===== src/ulpi_phy_consts.vh =====
// constants for the ulpi rx command and transmit framing block
`ifndef ULPI_PHY_CONSTS_VH
`define ULPI_PHY_CONSTS_VH
`define DATA_W          8
`define FIFO_DEPTH      16
`define FIFO_AW         4
`define ULPI_IDLE       8'h00
`define TXCMD_TX        2'h1
`define OPM_NORMAL      2'h0
`define OPM_NODRIVE     2'h1
`define OPM_CHIRP       2'h2
`define XS_HS           2'h0
`define VB_BELOW_END    2'h0
`define VB_SESS_LOW     2'h1
`define VB_SESS_OK      2'h2
`define VB_SUPPLY_OK    2'h3
`define EV_NONE         2'h0
`define EV_ACTIVE       2'h1
`define EV_ERROR        2'h3
`define EV_UNPLUG       2'h2
`define SYNC_HS_BITS    6'h20
`define SYNC_FL_BITS    6'h08
`define STUFF_LIMIT     3'h6
`define FS_DIV          6'h28
`define LS_DIV          9'h140
`endif


===== src/sync_fifo.v =====
// small synchronous fifo with valid/ready on both sides
`timescale 1ns/1ps
module sync_fifo #(
	parameter WIDTH = 8,
	parameter DEPTH = 16,
	parameter AW    = 4
) (
	input  wire             clk,
	input  wire             rstn,
	input  wire [WIDTH-1:0] in_data,
	input  wire             in_valid,
	output wire             in_ready,
	output reg  [WIDTH-1:0] out_data,
	output wire             out_valid,
	input  wire             out_ready,
	output wire             empty
);
	reg [WIDTH-1:0] mem [0:DEPTH-1];
	reg [AW:0]      wp_q;
	reg [AW:0]      rp_q;
	reg             ov_q;
	wire            full = (wp_q[AW] != rp_q[AW]) && (wp_q[AW-1:0] == rp_q[AW-1:0]);
	wire            mt   = (wp_q == rp_q);
	wire            pop  = !mt && (!ov_q || out_ready);
	assign in_ready  = !full;
	assign out_valid = ov_q;
	assign empty     = mt && !ov_q;
	always @(posedge clk) begin
		if (in_valid && !full)
			mem[wp_q[AW-1:0]] <= in_data;
		if (pop)
			out_data <= mem[rp_q[AW-1:0]];
	end
	always @(posedge clk) begin
		if (!rstn) begin
			wp_q <= {(AW+1){1'b0}};
			rp_q <= {(AW+1){1'b0}};
			ov_q <= 1'b0;
		end else begin
			if (in_valid && !full)
				wp_q <= wp_q + 1'b1;
			if (pop)
				rp_q <= rp_q + 1'b1;
			if (pop)
				ov_q <= 1'b1;
			else if (out_ready)
				ov_q <= 1'b0;
		end
	end
endmodule // sync_fifo


===== src/tx_line_coder.v =====
// serial bit stuffer and nrzi coder for outgoing packet bits
`timescale 1ns/1ps
`include "ulpi_phy_consts.vh"
module tx_line_coder (
	input  wire clk,
	input  wire rstn,
	input  wire bit_en,
	input  wire bit_in,
	input  wire raw,
	input  wire frame,
	output wire take,
	output reg  line_q
);
	reg [2:0] ones_q;
	wire stuff = !raw && (ones_q == `STUFF_LIMIT);
	assign take = bit_en && !stuff;
	always @(posedge clk) begin
		if (!rstn) begin
			ones_q <= 3'h0;
			line_q <= 1'b1;
		end else if (!frame) begin
			ones_q <= 3'h0;
			line_q <= 1'b1;
		end else if (bit_en) begin
			if (raw) begin
				line_q <= bit_in;
				ones_q <= 3'h0;
			end else if (stuff) begin
				line_q <= !line_q;
				ones_q <= 3'h0;
			end else begin
				line_q <= bit_in ? line_q : !line_q;
				ones_q <= bit_in ? ones_q + 3'h1 : 3'h0;
			end
		end
	end
endmodule // tx_line_coder


===== src/ulpi_phy_core.v =====
// ulpi phy protocol core: rx command byte and transmit framing
`timescale 1ns/1ps
`include "ulpi_phy_consts.vh"
module ulpi_phy_core (
	input  wire       clk,
	input  wire       rstn,
	input  wire [7:0] ulpi_data_in,
	output reg  [7:0] ulpi_data_out_q,
	output reg        ulpi_data_oe_q,
	output reg        dir_q,
	output reg        nxt_q,
	input  wire       stp,
	input  wire [1:0] transceiver_select,
	input  wire       termination_select,
	input  wire [1:0] operating_mode_field,
	input  wire       dplus_pulldown_enable,
	input  wire       dminus_pulldown_enable,
	input  wire       dp_rx,
	input  wire       dm_rx,
	input  wire       session_end_flag,
	input  wire       session_valid_flag,
	input  wire       supply_valid_flag,
	input  wire       id_pin,
	input  wire       rx_active,
	input  wire       receive_error_flag,
	input  wire       host_unplug_flag,
	input  wire [7:0] carkit_latch,
	input  wire [7:0] carkit_mask,
	output reg        tx_line_q,
	output reg        tx_drive_q,
	output reg        tx_hs_q
);
	localparam ST_IDLE = 3'h0;
	localparam ST_TURN = 3'h1;
	localparam ST_RXC  = 3'h2;
	localparam ST_BACK = 3'h3;
	localparam ST_TXD  = 3'h4;

	reg  [2:0] st_q;
	reg  [2:0] st_d;
	reg  [7:0] snap_q;
	reg        pend_q;
	reg        tx_busy_q;
	reg        tx_stp_q;
	reg  [1:0] ph_q;
	reg  [5:0] sync_q;
	reg  [2:0] bidx_q;
	reg  [7:0] shreg_q;
	reg        shv_q;
	reg  [8:0] div_q;
	reg        bit_en_q;
	reg        cmd_q;

	// supply band encoding
	function [1:0] vbus_enc;
		input se;
		input sv;
		input vv;
		begin
			if (vv)
				vbus_enc = `VB_SUPPLY_OK;
			else if (sv)
				vbus_enc = `VB_SESS_OK;
			else if (se)
				vbus_enc = `VB_BELOW_END;
			else
				vbus_enc = `VB_SESS_LOW;
		end
	endfunction

	wire [1:0] ev = host_unplug_flag ? `EV_UNPLUG :
		(rx_active ? (receive_error_flag ? `EV_ERROR : `EV_ACTIVE) : `EV_NONE);
	wire alt = |(carkit_latch & carkit_mask);
	wire [7:0] rxcmd = {alt, id_pin, ev,
		vbus_enc(session_end_flag, session_valid_flag, supply_valid_flag),
		dm_rx, dp_rx};
	wire changed = (rxcmd != snap_q);

	// decoded operation
	wire chirp = (operating_mode_field == `OPM_CHIRP);
	wire hs    = (transceiver_select == `XS_HS) && !termination_select;
	wire nodrv = (operating_mode_field == `OPM_NODRIVE);
	wire host  = dplus_pulldown_enable && dminus_pulldown_enable;

	// transmit byte path through fifo
	wire       f_in_ready;
	wire [7:0] f_data;
	wire       f_valid;
	wire       f_empty;
	wire       take;
	wire       coded;
	wire       load = !shv_q || (take && bidx_q == 3'h7 && sync_q == 6'h00);
	wire       f_pop = f_valid && load && ph_q == 2'h2;
	wire       txcmd = (ulpi_data_in[7:6] == `TXCMD_TX);
	// first nxt cycle takes the tx command itself, not a data byte
	wire       accept = (st_q == ST_TXD) && nxt_q && !stp && !cmd_q;

	sync_fifo #(
		.WIDTH (`DATA_W),
		.DEPTH (`FIFO_DEPTH),
		.AW    (`FIFO_AW)
	) u_fifo (
		.clk       (clk),
		.rstn      (rstn),
		.in_data   (ulpi_data_in),
		.in_valid  (accept),
		.in_ready  (f_in_ready),
		.out_data  (f_data),
		.out_valid (f_valid),
		.out_ready (f_pop),
		.empty     (f_empty)
	);

	wire sync_bit = (sync_q == 6'h01); // sync ends in a one
	wire cur_bit  = (sync_q != 6'h00) ? sync_bit : shreg_q[bidx_q];
	wire framing  = tx_busy_q && (ph_q != 2'h0);
	// no stale bits shifted out once the last byte is spent
	wire have_bit = (sync_q != 6'h00) || shv_q;

	tx_line_coder u_coder (
		.clk    (clk),
		.rstn   (rstn),
		.bit_en (bit_en_q && framing && have_bit),
		.bit_in (cur_bit),
		.raw    (chirp),
		.frame  (framing),
		.take   (take),
		.line_q (coded)
	);

	// bit-rate enable: hs every cycle, fs and ls divided
	always @(posedge clk) begin
		if (!rstn) begin
			div_q    <= 9'h000;
			bit_en_q <= 1'b0;
		end else if (hs) begin
			div_q    <= 9'h000;
			bit_en_q <= 1'b1;
		end else if (div_q == 9'h000) begin
			div_q    <= transceiver_select[1] ? `LS_DIV : {3'h0, `FS_DIV};
			bit_en_q <= 1'b1;
		end else begin
			div_q    <= div_q - 9'h001;
			bit_en_q <= 1'b0;
		end
	end

	// bus ownership sequencer
	always @* begin
		st_d = st_q;
		case (st_q)
			ST_IDLE: begin
				if (txcmd && !tx_busy_q)
					st_d = ST_TXD;
				else if ((changed || pend_q) && !tx_busy_q)
					st_d = ST_TURN;
			end
			ST_TURN: st_d = ST_RXC;
			ST_RXC:  st_d = ST_BACK;
			ST_BACK: st_d = ST_IDLE;
			ST_TXD: begin
				if (stp)
					st_d = ST_IDLE;
			end
			default: st_d = ST_IDLE;
		endcase
	end

	always @(posedge clk) begin
		if (!rstn) begin
			st_q            <= ST_IDLE;
			snap_q          <= 8'h00;
			pend_q          <= 1'b1;
			dir_q           <= 1'b0;
			nxt_q           <= 1'b0;
			ulpi_data_out_q <= `ULPI_IDLE;
			ulpi_data_oe_q  <= 1'b0;
			cmd_q           <= 1'b0;
		end else begin
			st_q <= st_d;
			cmd_q <= (st_q == ST_IDLE) && (st_d == ST_TXD);
			// change seen while link owns the bus is held, not lost
			if (st_q == ST_RXC)
				pend_q <= 1'b0;
			else if (changed && st_q != ST_IDLE)
				pend_q <= 1'b1;
			if (st_q == ST_TURN)
				snap_q <= rxcmd;
			dir_q           <= (st_d == ST_TURN) || (st_d == ST_RXC);
			ulpi_data_oe_q  <= (st_d == ST_RXC);
			ulpi_data_out_q <= (st_d == ST_RXC) ? rxcmd : `ULPI_IDLE;
			nxt_q           <= (st_d == ST_TXD) && f_in_ready && !stp;
		end
	end

	// packet framer: ph 0 idle, 1 sync, 2 data, 3 drain
	always @(posedge clk) begin
		if (!rstn) begin
			tx_busy_q <= 1'b0;
			tx_stp_q  <= 1'b0;
			ph_q      <= 2'h0;
			sync_q    <= 6'h00;
			bidx_q    <= 3'h0;
			shreg_q   <= 8'h00;
			shv_q     <= 1'b0;
			tx_line_q <= 1'b1;
			tx_drive_q <= 1'b0;
			tx_hs_q   <= 1'b0;
		end else begin
			// idle level whenever the transmitter is not driving
			tx_line_q  <= (framing && !nodrv) ? coded : 1'b1;
			tx_drive_q <= framing && !nodrv;
			tx_hs_q    <= hs;
			if (st_q == ST_TXD && stp)
				tx_stp_q <= 1'b1;
			case (ph_q)
				2'h0: begin
					tx_stp_q <= 1'b0;
					if (st_q == ST_IDLE && txcmd && !tx_busy_q) begin
						tx_busy_q <= 1'b1;
						ph_q      <= 2'h1;
						sync_q    <= (hs && !chirp) ? `SYNC_HS_BITS : `SYNC_FL_BITS;
						shreg_q   <= {~ulpi_data_in[3:0], ulpi_data_in[3:0]};
						shv_q     <= 1'b1;
						bidx_q    <= 3'h0;
					end
				end
				2'h1, 2'h2: begin
					if (take) begin
						if (sync_q != 6'h00) begin
							sync_q <= sync_q - 6'h01;
							if (sync_q == 6'h01)
								ph_q <= 2'h2;
						end else begin
							bidx_q <= bidx_q + 3'h1;
							if (bidx_q == 3'h7)
								shv_q <= 1'b0;
						end
					end
					if (f_pop) begin
						shreg_q <= f_data;
						shv_q   <= 1'b1;
					end else if (!shv_q && tx_stp_q && f_empty)
						ph_q <= 2'h3;
				end
				2'h3: begin
					ph_q      <= 2'h0;
					tx_busy_q <= 1'b0;
				end
				default: ph_q <= 2'h0;
			endcase
		end
	end

	wire unused_ok = host;
endmodule // ulpi_phy_core


===== config.mk =====
export PLATFORM = sky130hd
export DESIGN_NAME = ulpi_phy_core
export DESIGN_NICKNAME = d
export VERILOG_FILES = /design/src/sync_fifo.v /design/src/tx_line_coder.v /design/src/ulpi_phy_core.v
export VERILOG_INCLUDE_DIRS = /design/src
export SDC_FILE = /design/constraint.sdc
export NUM_CORES = 1
export LEC_CHECK = 0
export BUFFER_PORTS_ARGS = -buffer_cell sky130_fd_sc_hd__buf_2
export CAP_MARGIN = 20
export CORE_UTILIZATION = 51
export CTS_BUF_LIST = sky130_fd_sc_hd__clkbuf_8
export DETAILED_ROUTE_END_ITERATION = 16
export MAX_ROUTING_LAYER = met4
export PLACE_DENSITY = 0.68
export SYNTH_ARGS = -nofsm -noshare
export SYNTH_HDL_FRONTEND = slang
export SYNTH_HIERARCHICAL = 1
export SYNTH_SLANG_ARGS = --single-unit
export TNS_END_PERCENT = 100

===== constraint.sdc =====
create_clock -name clk -period 2.8 [get_ports clk]
set_clock_uncertainty 0.1 [all_clocks]
set_input_delay 0.14 -clock clk [delete_from_list [all_inputs] [get_ports clk]]
set_output_delay 0.14 -clock clk [all_outputs]
set_load 0.03 [all_outputs]

==> results.py, run 1 <==
metrics = {
    "timing": {
        "final-hold-violation-count": 0,
        "drv_slew": 0,
        "tns_ns": 0,
        "period_share": 0.925,
        "tightestPinTransition_ns": 0.780,
        "finalCriticalPeriod_ns": 2.59,
        "fmax_mhz": 386,
        "slew_headroom": 0.479,
        "setup_viol": 0,
        "rsz0062_at_grt": "no",
    },
    "place": {
        "placed_area_um2": 9620,
        "place_congestion": 0.832,
        "dp_hpwl_um": 11800,
        "numPortBuffers": 54,
    },
    "floorplanning": {
        "start_util": 0.523,
        "rows": 48,
        "die_w_um": 135,
        "die_h_um": 135,
        "io_pins": 57,
        "coreArea_um2": 17400,
        "fp.dieArea_um2": 18400,
    },
    "clocking": {
        "cts_made_buffers": 36,
        "htree_levels": 2,
        "cts.path.max_buffers": 3,
        "cts_sinks": 210,
        "cts_root_buf": "clkbuf_8",
        "clk_pin_slew_ns": 0.06,
        "cts_tree": "built",
        "insertion_delay_ns": 0.53,
    },
    "critical_path": {
        "worstSetupPathType": "reg2reg",
        "cpLargestDelayFamily": "simple AND/OR/NAND/NOR gates",
        "worst-path-stages": 10,
        "rr_startpoint": "ph_q[0]",
        "crit_chain": "inv_1 > ha_1 > nor2b_1 > o211a_1 > and2_1 > nand4_2 > a21oi_4 > nand2b_1 > a21oi_1 > or3b_1",
        "rrSetupSlack_ns": 0.21,
        "reg2reg_to": "u_fifo/rp_q[3]",
        "critPathLaunchType": "flip-flop",
        "critPathCaptureType": "flip-flop",
        "path_buf_inv": 1,
        "crit_required_ns": 3.09,
        "reg2regPathDepth": 10,
        "cp.arrival_ns": 2.88,
        "cpMaxStageDelayCell": "dfxtp_1",
        "cpPeakStageDelay_ns": 0.35,
        "path_max_fanout": 6,
    },
    "synth": {
        "synthArstFlopShare": 0,
        "ys.warnings.count": 6,
        "syn_area_per_cell_um2": 14.4,
        "syn_nets": 691,
        "ys.flop_type": "edfxtp_1",
        "ys_seq_area_frac": 0.613,
        "synth_area_um2": 9080,
        "synthDistinctLibCells": 71,
        "synthCells": 633,
        "synth_edf_count": 136,
        "ys_ff_latch": 210,
    },
    "cells_and_area": {
        "multiInputGateArea_um2": 3220,
        "nNetsFinal": 806,
        "syn_to_final_growth_pct": 16.1,
        "regArea_um2": 5570,
        "fin_util": 0.608,
        "final_area_um2": 10500,
        "fill_cells": 1332,
        "layout-drive-gt1-share": 0.225,
        "antennaDiodeCount": 0,
    },
    "min_path": {
        "min_from": "receive_error_flag",
        "hold_end": "snap_q[5]",
        "hold_class": "in2reg",
        "min_path_cells": 3,
    },
    "grt": {
        "grt_pass1_wl_um": 28800,
        "overflow": 0,
        "antenna_found_initial": 0,
        "grt_max_degree": 36,
        "grt_pass1_vias": 5653,
        "track_usage": 0.213,
    },
    "routing": {
        "ant_nets": 0,
        "drt-total-wl_um": 18100,
        "wl_per_cell_um": 18.1,
        "drtIter0Drc": 264,
        "drt_pass1_iterations": 5,
        "vias": 5620,
        "avgViaCountPerCell": 5.63,
        "drcViolationCount": 0,
    },
    "power_and_ir_drop": {
        "cellLeakagePower_nw": 3.93,
        "power_density_nw_per_um2": 705,
        "max-vdd-ir-drop_uv": 547,
    },
    "flow_run": {
        "maxCapViolations": 0,
    },
    "status": {
        "status": "completed",
    },
}
## timing repair
item / in CTS / in global routing
resized for setup: 0 / 0
setup buffers: 0 / 0
hold buffers: 28 / 0
endpoints found under the hold margin: 159 / 0
setup endpoints to repair: 0 / 0
## synthesized netlist by cell type (all sizes together) (4+ instances only)
library cell,instances,area share
buf,15,0.016
dfxtp,74,0.16
nand4b,5,0.0048
a21oi,28,0.017
and3,19,0.013
nor2b,11,0.0076
nor3,12,0.0079
and2,5,0.0036
ha,15,0.021
mux4,34,0.089
clkbuf,14,0.0084
or3,4,0.0028
o21a,7,0.0058
xnor2,11,0.011
and2b,5,0.0044
o21ai,12,0.0066
inv,21,0.0087
nand3,11,0.0074
xor2,14,0.015
a211oi,12,0.0099
o221a,8,0.0099
mux2i,22,0.024
nor4,6,0.0091
and4b,5,0.0055
edfxtp,136,0.45
nand4,9,0.0069
nand2b,6,0.0041
nor2,44,0.018
nand2,29,0.012
a22oi,6,0.0050
## worst min-delay path, stage by stage
cell,delay (ns)
buf_2,0.08
a21oi_1,0.09
a211oi_1,0.26
## report_power, final
part | switching [W] | internal, W
registers | 0.000155 | 0.00349
logic | 0.000681 | 0.000623
clock network | 0.00119 | 0.00130
total | 0.00202 | 0.00541
## how the worst max path moves through the flow
stage | from | endpoint | slack [ns]
global placement | ph_q[0] | u_fifo/rp_q[3] | 0.34
finish | ph_q[0] | u_fifo/rp_q[3] | 0.21
global route | ph_q[1] | u_fifo/rp_q[4] | 0.004
floorplan | ph_q[0] | u_fifo/out_data[0] | 0.16
detailed placement | ph_q[1] | u_fifo/rp_q[3] | 0.22
CTS | ph_q[1] | u_fifo/rp_q[3] | 0.19
## cell families after synthesis
family / share of synthesized area
DFF: 0.613
muxes: 0.113
buffers and inverters: 0.0336
and+or+nand+nor: 0.116
adders and majority gates: 0.0207
AOI/OAI and AO/OA: 0.0777
xor gates and xnor gates: 0.0258
## cell usage in the layout, fill, tap and decap left out, types with 4 or more instances in the layout
| cell type | n |
|---|---|
| buf_4 | 24 |
| clkinv_1 | 7 |
| clkbuf_8 | 36 |
| o21a_1 | 7 |
| nor3_1 | 11 |
| ha_1 | 15 |
| xor2_1 | 12 |
| o21ai_0 | 12 |
| dfxtp_1 | 73 |
| nand4_1 | 8 |
| nand2_1 | 29 |
| o221a_2 | 8 |
| dlygate4sd3_1 | 28 |
| mux4_2 | 22 |
| inv_1 | 36 |
| edfxtp_1 | 136 |
| nand2b_1 | 6 |
| xnor2_1 | 11 |
| nor2_1 | 44 |
| nor2b_1 | 11 |
| and3_1 | 18 |
| nand3_1 | 10 |
| and4b_1 | 5 |
| a22oi_1 | 6 |
| mux4_1 | 12 |
| a211oi_1 | 12 |
| or3_1 | 4 |
| a21oi_1 | 24 |
| buf_2 | 54 |
| nand4b_1 | 5 |
| mux2i_1 | 22 |
## registers in the layout (all words and copies together) (netlist names), 2 cells and up
register and count:
u_fifo/rp_q 5, u_fifo/wp_q 5, sync_q 6, ulpi_data_out_q 8, snap_q 8, u_fifo/mem 128
div_q 9, u_fifo/out_data 8, bidx_q 3, shreg_q 8, u_coder/ones_q 3, ph_q 2
st_q 3
## layout make-up
class,count,area share
flip-flops and latches,210,0.528
clock buffers,36,0.0470
repair buffers,107,0.0712
multi-input cells,372,0.306
clock inverters,28,0.0142
inverters,21,0.00747
well taps,225,0.0267
## routing by layer
metal | GRT usage | part of all wire | up-vias
met3 | 0.0329 | 0.036 | 43
met1 | 0.258 | 0.43 | 2799
met5 | - | 0 | -
li1 | - | - | 2662
met2 | 0.352 | 0.50 | 116
met4 | 0.0955 | 0.033 | 0
## per-stage QoR
| stage | power [W] | setup WS (ns) | hold WS [ns] | cells |
|---|---|---|---|---|
| 3_5_place_dp | 0.00497 | 0.217 | 0.270 | 907 |
| 5_1_grt | 0.00778 | 0.00393 | 0.0649 | 999 |
| 2_1_floorplan | 0.00467 | 0.164 | 0.116 | 633 |
| 4_1_cts | 0.00752 | 0.190 | 0.00271 | 999 |
| 3_3_place_gp | 0.00493 | 0.344 | 0.258 | 907 |
| 6_report | 0.00743 | 0.210 | 0.0174 | 999 |
No activity file was read; power rests on OpenSTA's default activity.
==> run 2, diff against run 1 <==
--- a/config.mk
+++ b/config.mk
@@ -8,11 +8,12 @@
 export LEC_CHECK = 0
 export BUFFER_PORTS_ARGS = -buffer_cell sky130_fd_sc_hd__buf_2
 export CAP_MARGIN = 20
-export CORE_UTILIZATION = 51
+export CORE_UTILIZATION = 57
 export CTS_BUF_LIST = sky130_fd_sc_hd__clkbuf_8
 export DETAILED_ROUTE_END_ITERATION = 16
 export MAX_ROUTING_LAYER = met4
-export PLACE_DENSITY = 0.68
+export PLACE_DENSITY = 0.76
+export REMOVE_ABC_BUFFERS = 1
 export SYNTH_ARGS = -nofsm -noshare
 export SYNTH_HDL_FRONTEND = slang
 export SYNTH_HIERARCHICAL = 1
==> run 2 against run 1 <==
Compared with the run above:
- maximum frequency rose by 2.4%
- sequential power barely moved
- combinational power barely moved
- critical path depth did not move
- final cell count fell by 2.0%
- worst hold slack improved by 0.015 ns
- first-iteration DRC count rose by 62%
- clock power barely moved
- non-clock buffer count fell by 5
- critical path type unchanged
==> results.py, run 2 (synthesis gave the netlist of run 1 again) <==
metrics = {
    "floorplanning": {
        "coreArea_um2": 15400,
        "start_util": 0.591,
        "io_pins": 57,
        "die_w_um": 128,
        "die_h_um": 128,
        "rows": 45,
        "fp.dieArea_um2": 16400,
    },
    "critical_path": {
        "worstSetupPathType": "reg2reg",
        "rr_startpoint": "ph_q[0]",
        "reg2regPathDepth": 10,
        "crit_required_ns": 3.11,
        "critPathCaptureType": "flip-flop",
        "rrSetupSlack_ns": 0.27,
        "crit_chain": "inv_1 > ha_1 > nor2b_2 > o211a_1 > and2_1 > nand4_2 > a21oi_4 > nand2b_1 > a21oi_1 > or3b_1",
        "path_buf_inv": 1,
        "cpLargestDelayFamily": "simple AND/OR/NAND/NOR gates",
        "reg2reg_to": "u_fifo/rp_q[3]",
        "cpPeakStageDelay_ns": 0.36,
        "path_max_fanout": 6,
        "cpMaxStageDelayCell": "dfxtp_1",
        "cp.arrival_ns": 2.84,
        "critPathLaunchType": "flip-flop",
    },
    "routing": {
        "drt_pass1_iterations": 5,
        "drcViolationCount": 0,
        "avgViaCountPerCell": 5.79,
        "vias": 5669,
        "ant_nets": 0,
        "wl_per_cell_um": 18.4,
        "drtIter0Drc": 428,
        "drt-total-wl_um": 18000,
    },
    "clocking": {
        "htree_levels": 2,
        "cts_root_buf": "clkbuf_8",
        "post-cts-setup-buffers": 0,
        "cts_tree": "built",
        "clk_pin_slew_ns": 0.06,
        "cts.path.max_buffers": 3,
        "insertion_delay_ns": 0.53,
        "cts_made_buffers": 35,
        "cts_sinks": 210,
    },
    "power_and_ir_drop": {
        "max-vdd-ir-drop_uv": 533,
        "combPwrFrac": 0.175,
        "power_density_nw_per_um2": 710,
        "cellLeakagePower_nw": 3.87,
        "power_frac_clock": 0.335,
        "p_seq_frac": 0.490,
        "power_switching_w": 0.00202,
        "swShare": 0.271,
        "internal_power_w": 0.00543,
    },
    "grt": {
        "track_usage": 0.238,
        "grt_max_degree": 36,
        "grt_pass1_wl_um": 28800,
        "antenna_found_initial": 0,
        "grt_pass1_vias": 5769,
        "overflow": 0,
    },
    "min_path": {
        "min_from": "operating_mode_field[1]",
        "hold_class": "in2reg",
        "min_path_cells": 4,
        "hold_end": "u_coder/line_q",
    },
    "place": {
        "dp_hpwl_um": 11400,
        "place_congestion": 0.861,
        "numPortBuffers": 54,
    },
    "cells_and_area": {
        "largest_reg_flops": 128,
        "fin_util": 0.683,
        "layout_common_cells": "edfxtp_1, dfxtp_1, buf_2",
        "syn_to_final_growth_pct": 15.5,
        "final_common_cell": "edfxtp_1",
        "antennaDiodeCount": 0,
        "fill_cells": 1044,
        "layout-drive-gt1-share": 0.221,
        "nNetsFinal": 800,
    },
    "timing": {
        "drv_slew": 0,
        "tns_ns": 0,
        "finalCriticalPeriod_ns": 2.53,
        "rsz0062_at_grt": "no",
        "final-hold-violation-count": 0,
        "slew_headroom": 0.504,
        "fmax_mhz": 395,
        "tightestPinTransition_ns": 0.743,
        "setup_viol": 0,
        "period_share": 0.904,
    },
    "flow_run": {
        "maxCapViolations": 0,
    },
    "status": {
        "status": "completed",
    },
}
-- run 2: power by group through the flow --
stage | registers, W | logic (W) | clock network [W]
floorplan | 0.00375 | 0.000835 | 0
global placement | 0.00370 | 0.00121 | 0
detailed placement | 0.00371 | 0.00125 | 0
CTS | 0.00365 | 0.00130 | 0.00255
global route | 0.00367 | 0.00143 | 0.00268
finish | 0.00365 | 0.00130 | 0.00250
-- run 2: worst max path at each step --
stage                   start                 end  slack [ns]  cells past startpoint
2_1_floorplan  u_fifo/rp_q[0]    u_fifo/mem[4][0]       -0.43                      4
3_3_place_gp          ph_q[0]  u_fifo/out_data[0]        0.32                     10
3_5_place_dp          ph_q[0]      u_fifo/rp_q[3]        0.26                     10
4_1_cts               ph_q[0]      u_fifo/rp_q[3]        0.21                     10
5_1_grt               ph_q[0]      u_fifo/rp_q[2]        0.02                     11
6_report              ph_q[0]      u_fifo/rp_q[3]        0.27                     10
-- run 2: metrics by stage --
stage	setup slack, ns	instance area, µm²	instances	hold slack (ns)	total power [W]
finish	0.270	10500	979	0.0325	0.00745
global route	0.0242	10500	979	0.0635	0.00778
CTS	0.213	10500	979	0.00255	0.00750
detailed placement	0.257	9550	887	0.270	0.00497
global placement	0.317	9550	887	0.264	0.00491
floorplan	-0.426	8860	603	0.116	0.00459
-- run 2: area by class of cell --
| type | instances | area (µm²) | area share |
|---|---|---|---|
| Clock inverter | 26 | 139 | 0.0132 |
| Multi-Input combinational cell | 372 | 3220 | 0.307 |
| Inverter | 21 | 78.8 | 0.00751 |
| Clock buffer | 37 | 509 | 0.0485 |
| Tap cell | 211 | 264 | 0.0252 |
| Timing Repair Buffer | 102 | 716 | 0.0682 |
| Sequential cell | 210 | 5570 | 0.530 |
-- run 2: tightest hold or removal path, delay by kind of cell --
family          cells  cell delay, ns
simple gates        1            0.16
compound gates      2            0.23
buf+inv             1            0.10
-- run 2: per-layer routing --
metal  global-route usage  part of all wire
met2                0.394              0.51
met3               0.0426             0.060
met4                0.107             0.028
met1                0.288              0.41
met5                    -                 0
-- run 2: timing repair --
| action | in CTS | in global routing |
|---|---|---|
| resized for setup | 0 | 1 |
| hold buffers | 29 | 0 |
| endpoints found under the hold margin | 161 | 0 |
| endpoints found under the setup margin | 0 | 3 |
==> run 3, diff against run 2 <==
--- a/config.mk
+++ b/config.mk
@@ -16,6 +16,5 @@
 export REMOVE_ABC_BUFFERS = 1
 export SYNTH_ARGS = -nofsm -noshare
 export SYNTH_HDL_FRONTEND = slang
-export SYNTH_HIERARCHICAL = 1
 export SYNTH_SLANG_ARGS = --single-unit
 export TNS_END_PERCENT = 100
==> run 3 against run 2 <==
Compared with the run above:
- clock power fell by 2%
- worst hold slack got worse by 0.0068 ns
- final area fell by 2.0%
- critical path type unchanged
- critical endpoint is now sync_q[3]
- largest power group unchanged
==> results.py, run 3 <==
metrics = {
    "routing": {
        "vias": 5666,
        "avgViaCountPerCell": 5.91,
        "drcViolationCount": 0,
        "wl_per_cell_um": 19.0,
        "drt-total-wl_um": 18200,
        "drtIter0Drc": 407,
        "ant_nets": 0,
        "drt_pass1_iterations": 5,
    },
    "floorplanning": {
        "die_w_um": 127,
        "fp.dieArea_um2": 16100,
        "start_util": 0.583,
        "die_h_um": 127,
        "coreArea_um2": 15200,
        "io_pins": 57,
        "rows": 45,
    },
    "power_and_ir_drop": {
        "power_frac_clock": 0.336,
        "max-vdd-ir-drop_uv": 450,
        "cellLeakagePower_nw": 3.70,
        "power_density_nw_per_um2": 707,
        "swShare": 0.275,
        "internal_power_w": 0.00528,
        "combPwrFrac": 0.166,
        "power_switching_w": 0.00200,
        "p_seq_frac": 0.497,
    },
    "synth": {
        "synth.area.top_cells": "edfxtp_1, dfxtp_1, mux4_2",
        "synth_top_area_frac": 0.461,
        "ys.warnings.count": 0,
        "yosys-top-cells-count": "edfxtp_1, dfxtp_1, nor2_1, mux4_2, a21oi_1",
        "ys_ff_latch": 210,
        "ys.flop_type": "edfxtp_1",
        "synthArstFlopShare": 0,
        "synthDistinctLibCells": 64,
        "synthCells": 641,
        "synth_area_leader_cell": "edfxtp_1",
        "ys_seq_area_frac": 0.628,
        "synth.most_common_cell": "edfxtp_1",
        "synth_area_um2": 8860,
        "syn_area_per_cell_um2": 13.8,
        "synth_edf_count": 136,
    },
    "clocking": {
        "cts_sinks": 210,
        "clk_pin_slew_ns": 0.06,
        "insertion_delay_ns": 0.53,
        "cts.path.max_buffers": 3,
        "cts_made_buffers": 34,
        "cts_root_buf": "clkbuf_8",
        "cts_tree": "built",
        "post-cts-setup-buffers": 0,
        "htree_levels": 2,
        "postCtsResizedCells": 0,
    },
    "critical_path": {
        "rr_startpoint": "ph_q[0]",
        "reg2regPathDepth": 7,
        "cp.arrival_ns": 2.85,
        "critPathCaptureType": "flip-flop",
        "cpPeakStageDelay_ns": 0.39,
        "cpMaxStageDelayCell": "dfxtp_1",
        "critPathLaunchType": "flip-flop",
        "path_common_cell": "a31oi_1",
        "crit_required_ns": 3.11,
        "crit_chain": "inv_1 > ha_1 > nand3b_1 > a31oi_1 > a31oi_1 > nor2_1 > mux2_2",
        "cp-startpoint": "ph_q[0]",
        "worstSetupPathType": "reg2reg",
        "rrSetupSlack_ns": 0.26,
        "path_max_fanout": 7,
    },
    "cells_and_area": {
        "largest_reg_flops": 128,
        "final_common_cell": "edfxtp_1",
        "layout-drive-gt1-share": 0.206,
        "nNetsFinal": 804,
        "layout_common_cells": "edfxtp_1, dfxtp_1, nor2_1",
        "final_area_um2": 10300,
        "syn_to_final_growth_pct": 16.1,
        "antennaDiodeCount": 0,
        "fill_cells": 1062,
    },
    "place": {
        "dp_hpwl_um": 11400,
        "numPortBuffers": 54,
        "place_congestion": 0.845,
        "placed_area_um2": 9380,
    },
    "timing": {
        "drv_slew": 0,
        "period_share": 0.908,
        "setup_viol": 0,
        "slew_headroom": 0.564,
        "fmax_mhz": 393,
        "tightestPinTransition_ns": 0.648,
        "final-hold-violation-count": 0,
        "tns_ns": 0,
        "finalCriticalPeriod_ns": 2.54,
        "rsz0062_at_grt": "no",
    },
    "grt": {
        "track_usage": 0.247,
        "overflow": 0,
        "grt_max_degree": 36,
        "antenna_found_initial": 0,
        "grt_pass1_vias": 5885,
        "grt_pass1_wl_um": 29700,
    },
    "min_path": {
        "min_from": "transceiver_select[0]",
        "min_path_cells": 4,
        "hold_class": "in2reg",
    },
    "flow_run": {
        "maxCapViolations": 0,
    },
    "status": {
        "status": "completed",
    },
}
[run 3: cell count changes in the layout (fill, tap and decap cells not counted), sizes merged, moves of 6 or more]
| cell | delta |
|---|---|
| nor2 | +14 |
| a211oi | +10 |
| o221a | -8 |
| nand4 | -7 |
| nand2 | -6 |
| nor3 | -6 |
[run 3: metal layers]
| metal | GRT usage | wire length, µm |
|---|---|---|
| met5 | - | 0 |
| met4 | 0.0917 | 476 |
| met3 | 0.0477 | 877 |
| met2 | 0.409 | 9120 |
| met1 | 0.305 | 7700 |
[run 3: layout make-up]
class                           instances  area, µm²  share of cell area
Inverter                               21       78.8             0.00766
Clock buffer                           39        537              0.0522
Clock inverter                         22       97.6             0.00949
Sequential cell                       210       5570               0.541
Timing Repair Buffer                   98        681              0.0662
Tap cell                              188        235              0.0229
Multi-Input combinational cell        380       3090               0.300
[run 3: worst paths after layout]
path                     to
setup / recovery  sync_q[3]
hold reg to reg    div_q[0]
setup reg to reg  sync_q[3]
hold / removal     div_q[8]
[run 3: metrics by stage]
stage	hold slack [ns]	setup slack [ns]	total power, W	cells	util
floorplan	0.113	-0.664	0.00452	611	-
detailed placement	0.277	0.330	0.00485	870	0.617
global route	0.0649	0.0771	0.00760	958	0.677
global placement	0.261	0.449	0.00478	870	0.617
CTS	0.0145	0.326	0.00733	958	0.677
finish	0.0257	0.257	0.00728	958	0.677
[run 3: logic make-up after synthesis]
family | Yosys count | synth area share
buffers and inverters | 51 | 0.0240
and+or+nand+nor | 176 | 0.105
xor gates and xnor gates | 25 | 0.0247
DFF | 210 | 0.628
adders and majority gates | 16 | 0.0226
AOI/OAI and AO/OA | 104 | 0.0822
muxes | 59 | 0.113
[run 3: critical path: cells and delay by family, from the launching register on]
family / cells / cell delay [ns]
buffers and inverters: 1 / 0.09
AND/OR/NAND/NOR: 2 / 0.57
AO/OA/AOI/OAI: 2 / 0.62
adder cells (fa/ha/maj): 1 / 0.29
multiplexers: 1 / 0.37
flip-flops: 1 / 0.39
[run 3: repair_timing]
item                                   in CTS  in global routing
hold buffers                               27                  0
setup endpoints to repair                   0                  0
endpoints found under the hold margin     149                  0
[run 3: power groups by stage]
stage	Sequential (W)	Combinational, W	Clock [W]
after floorplan	0.00372	0.000802	0
after global placement	0.00367	0.00111	0
after detailed placement	0.00368	0.00117	0
after CTS	0.00362	0.00121	0.00250
after global routing	0.00364	0.00134	0.00262
final	0.00362	0.00121	0.00245
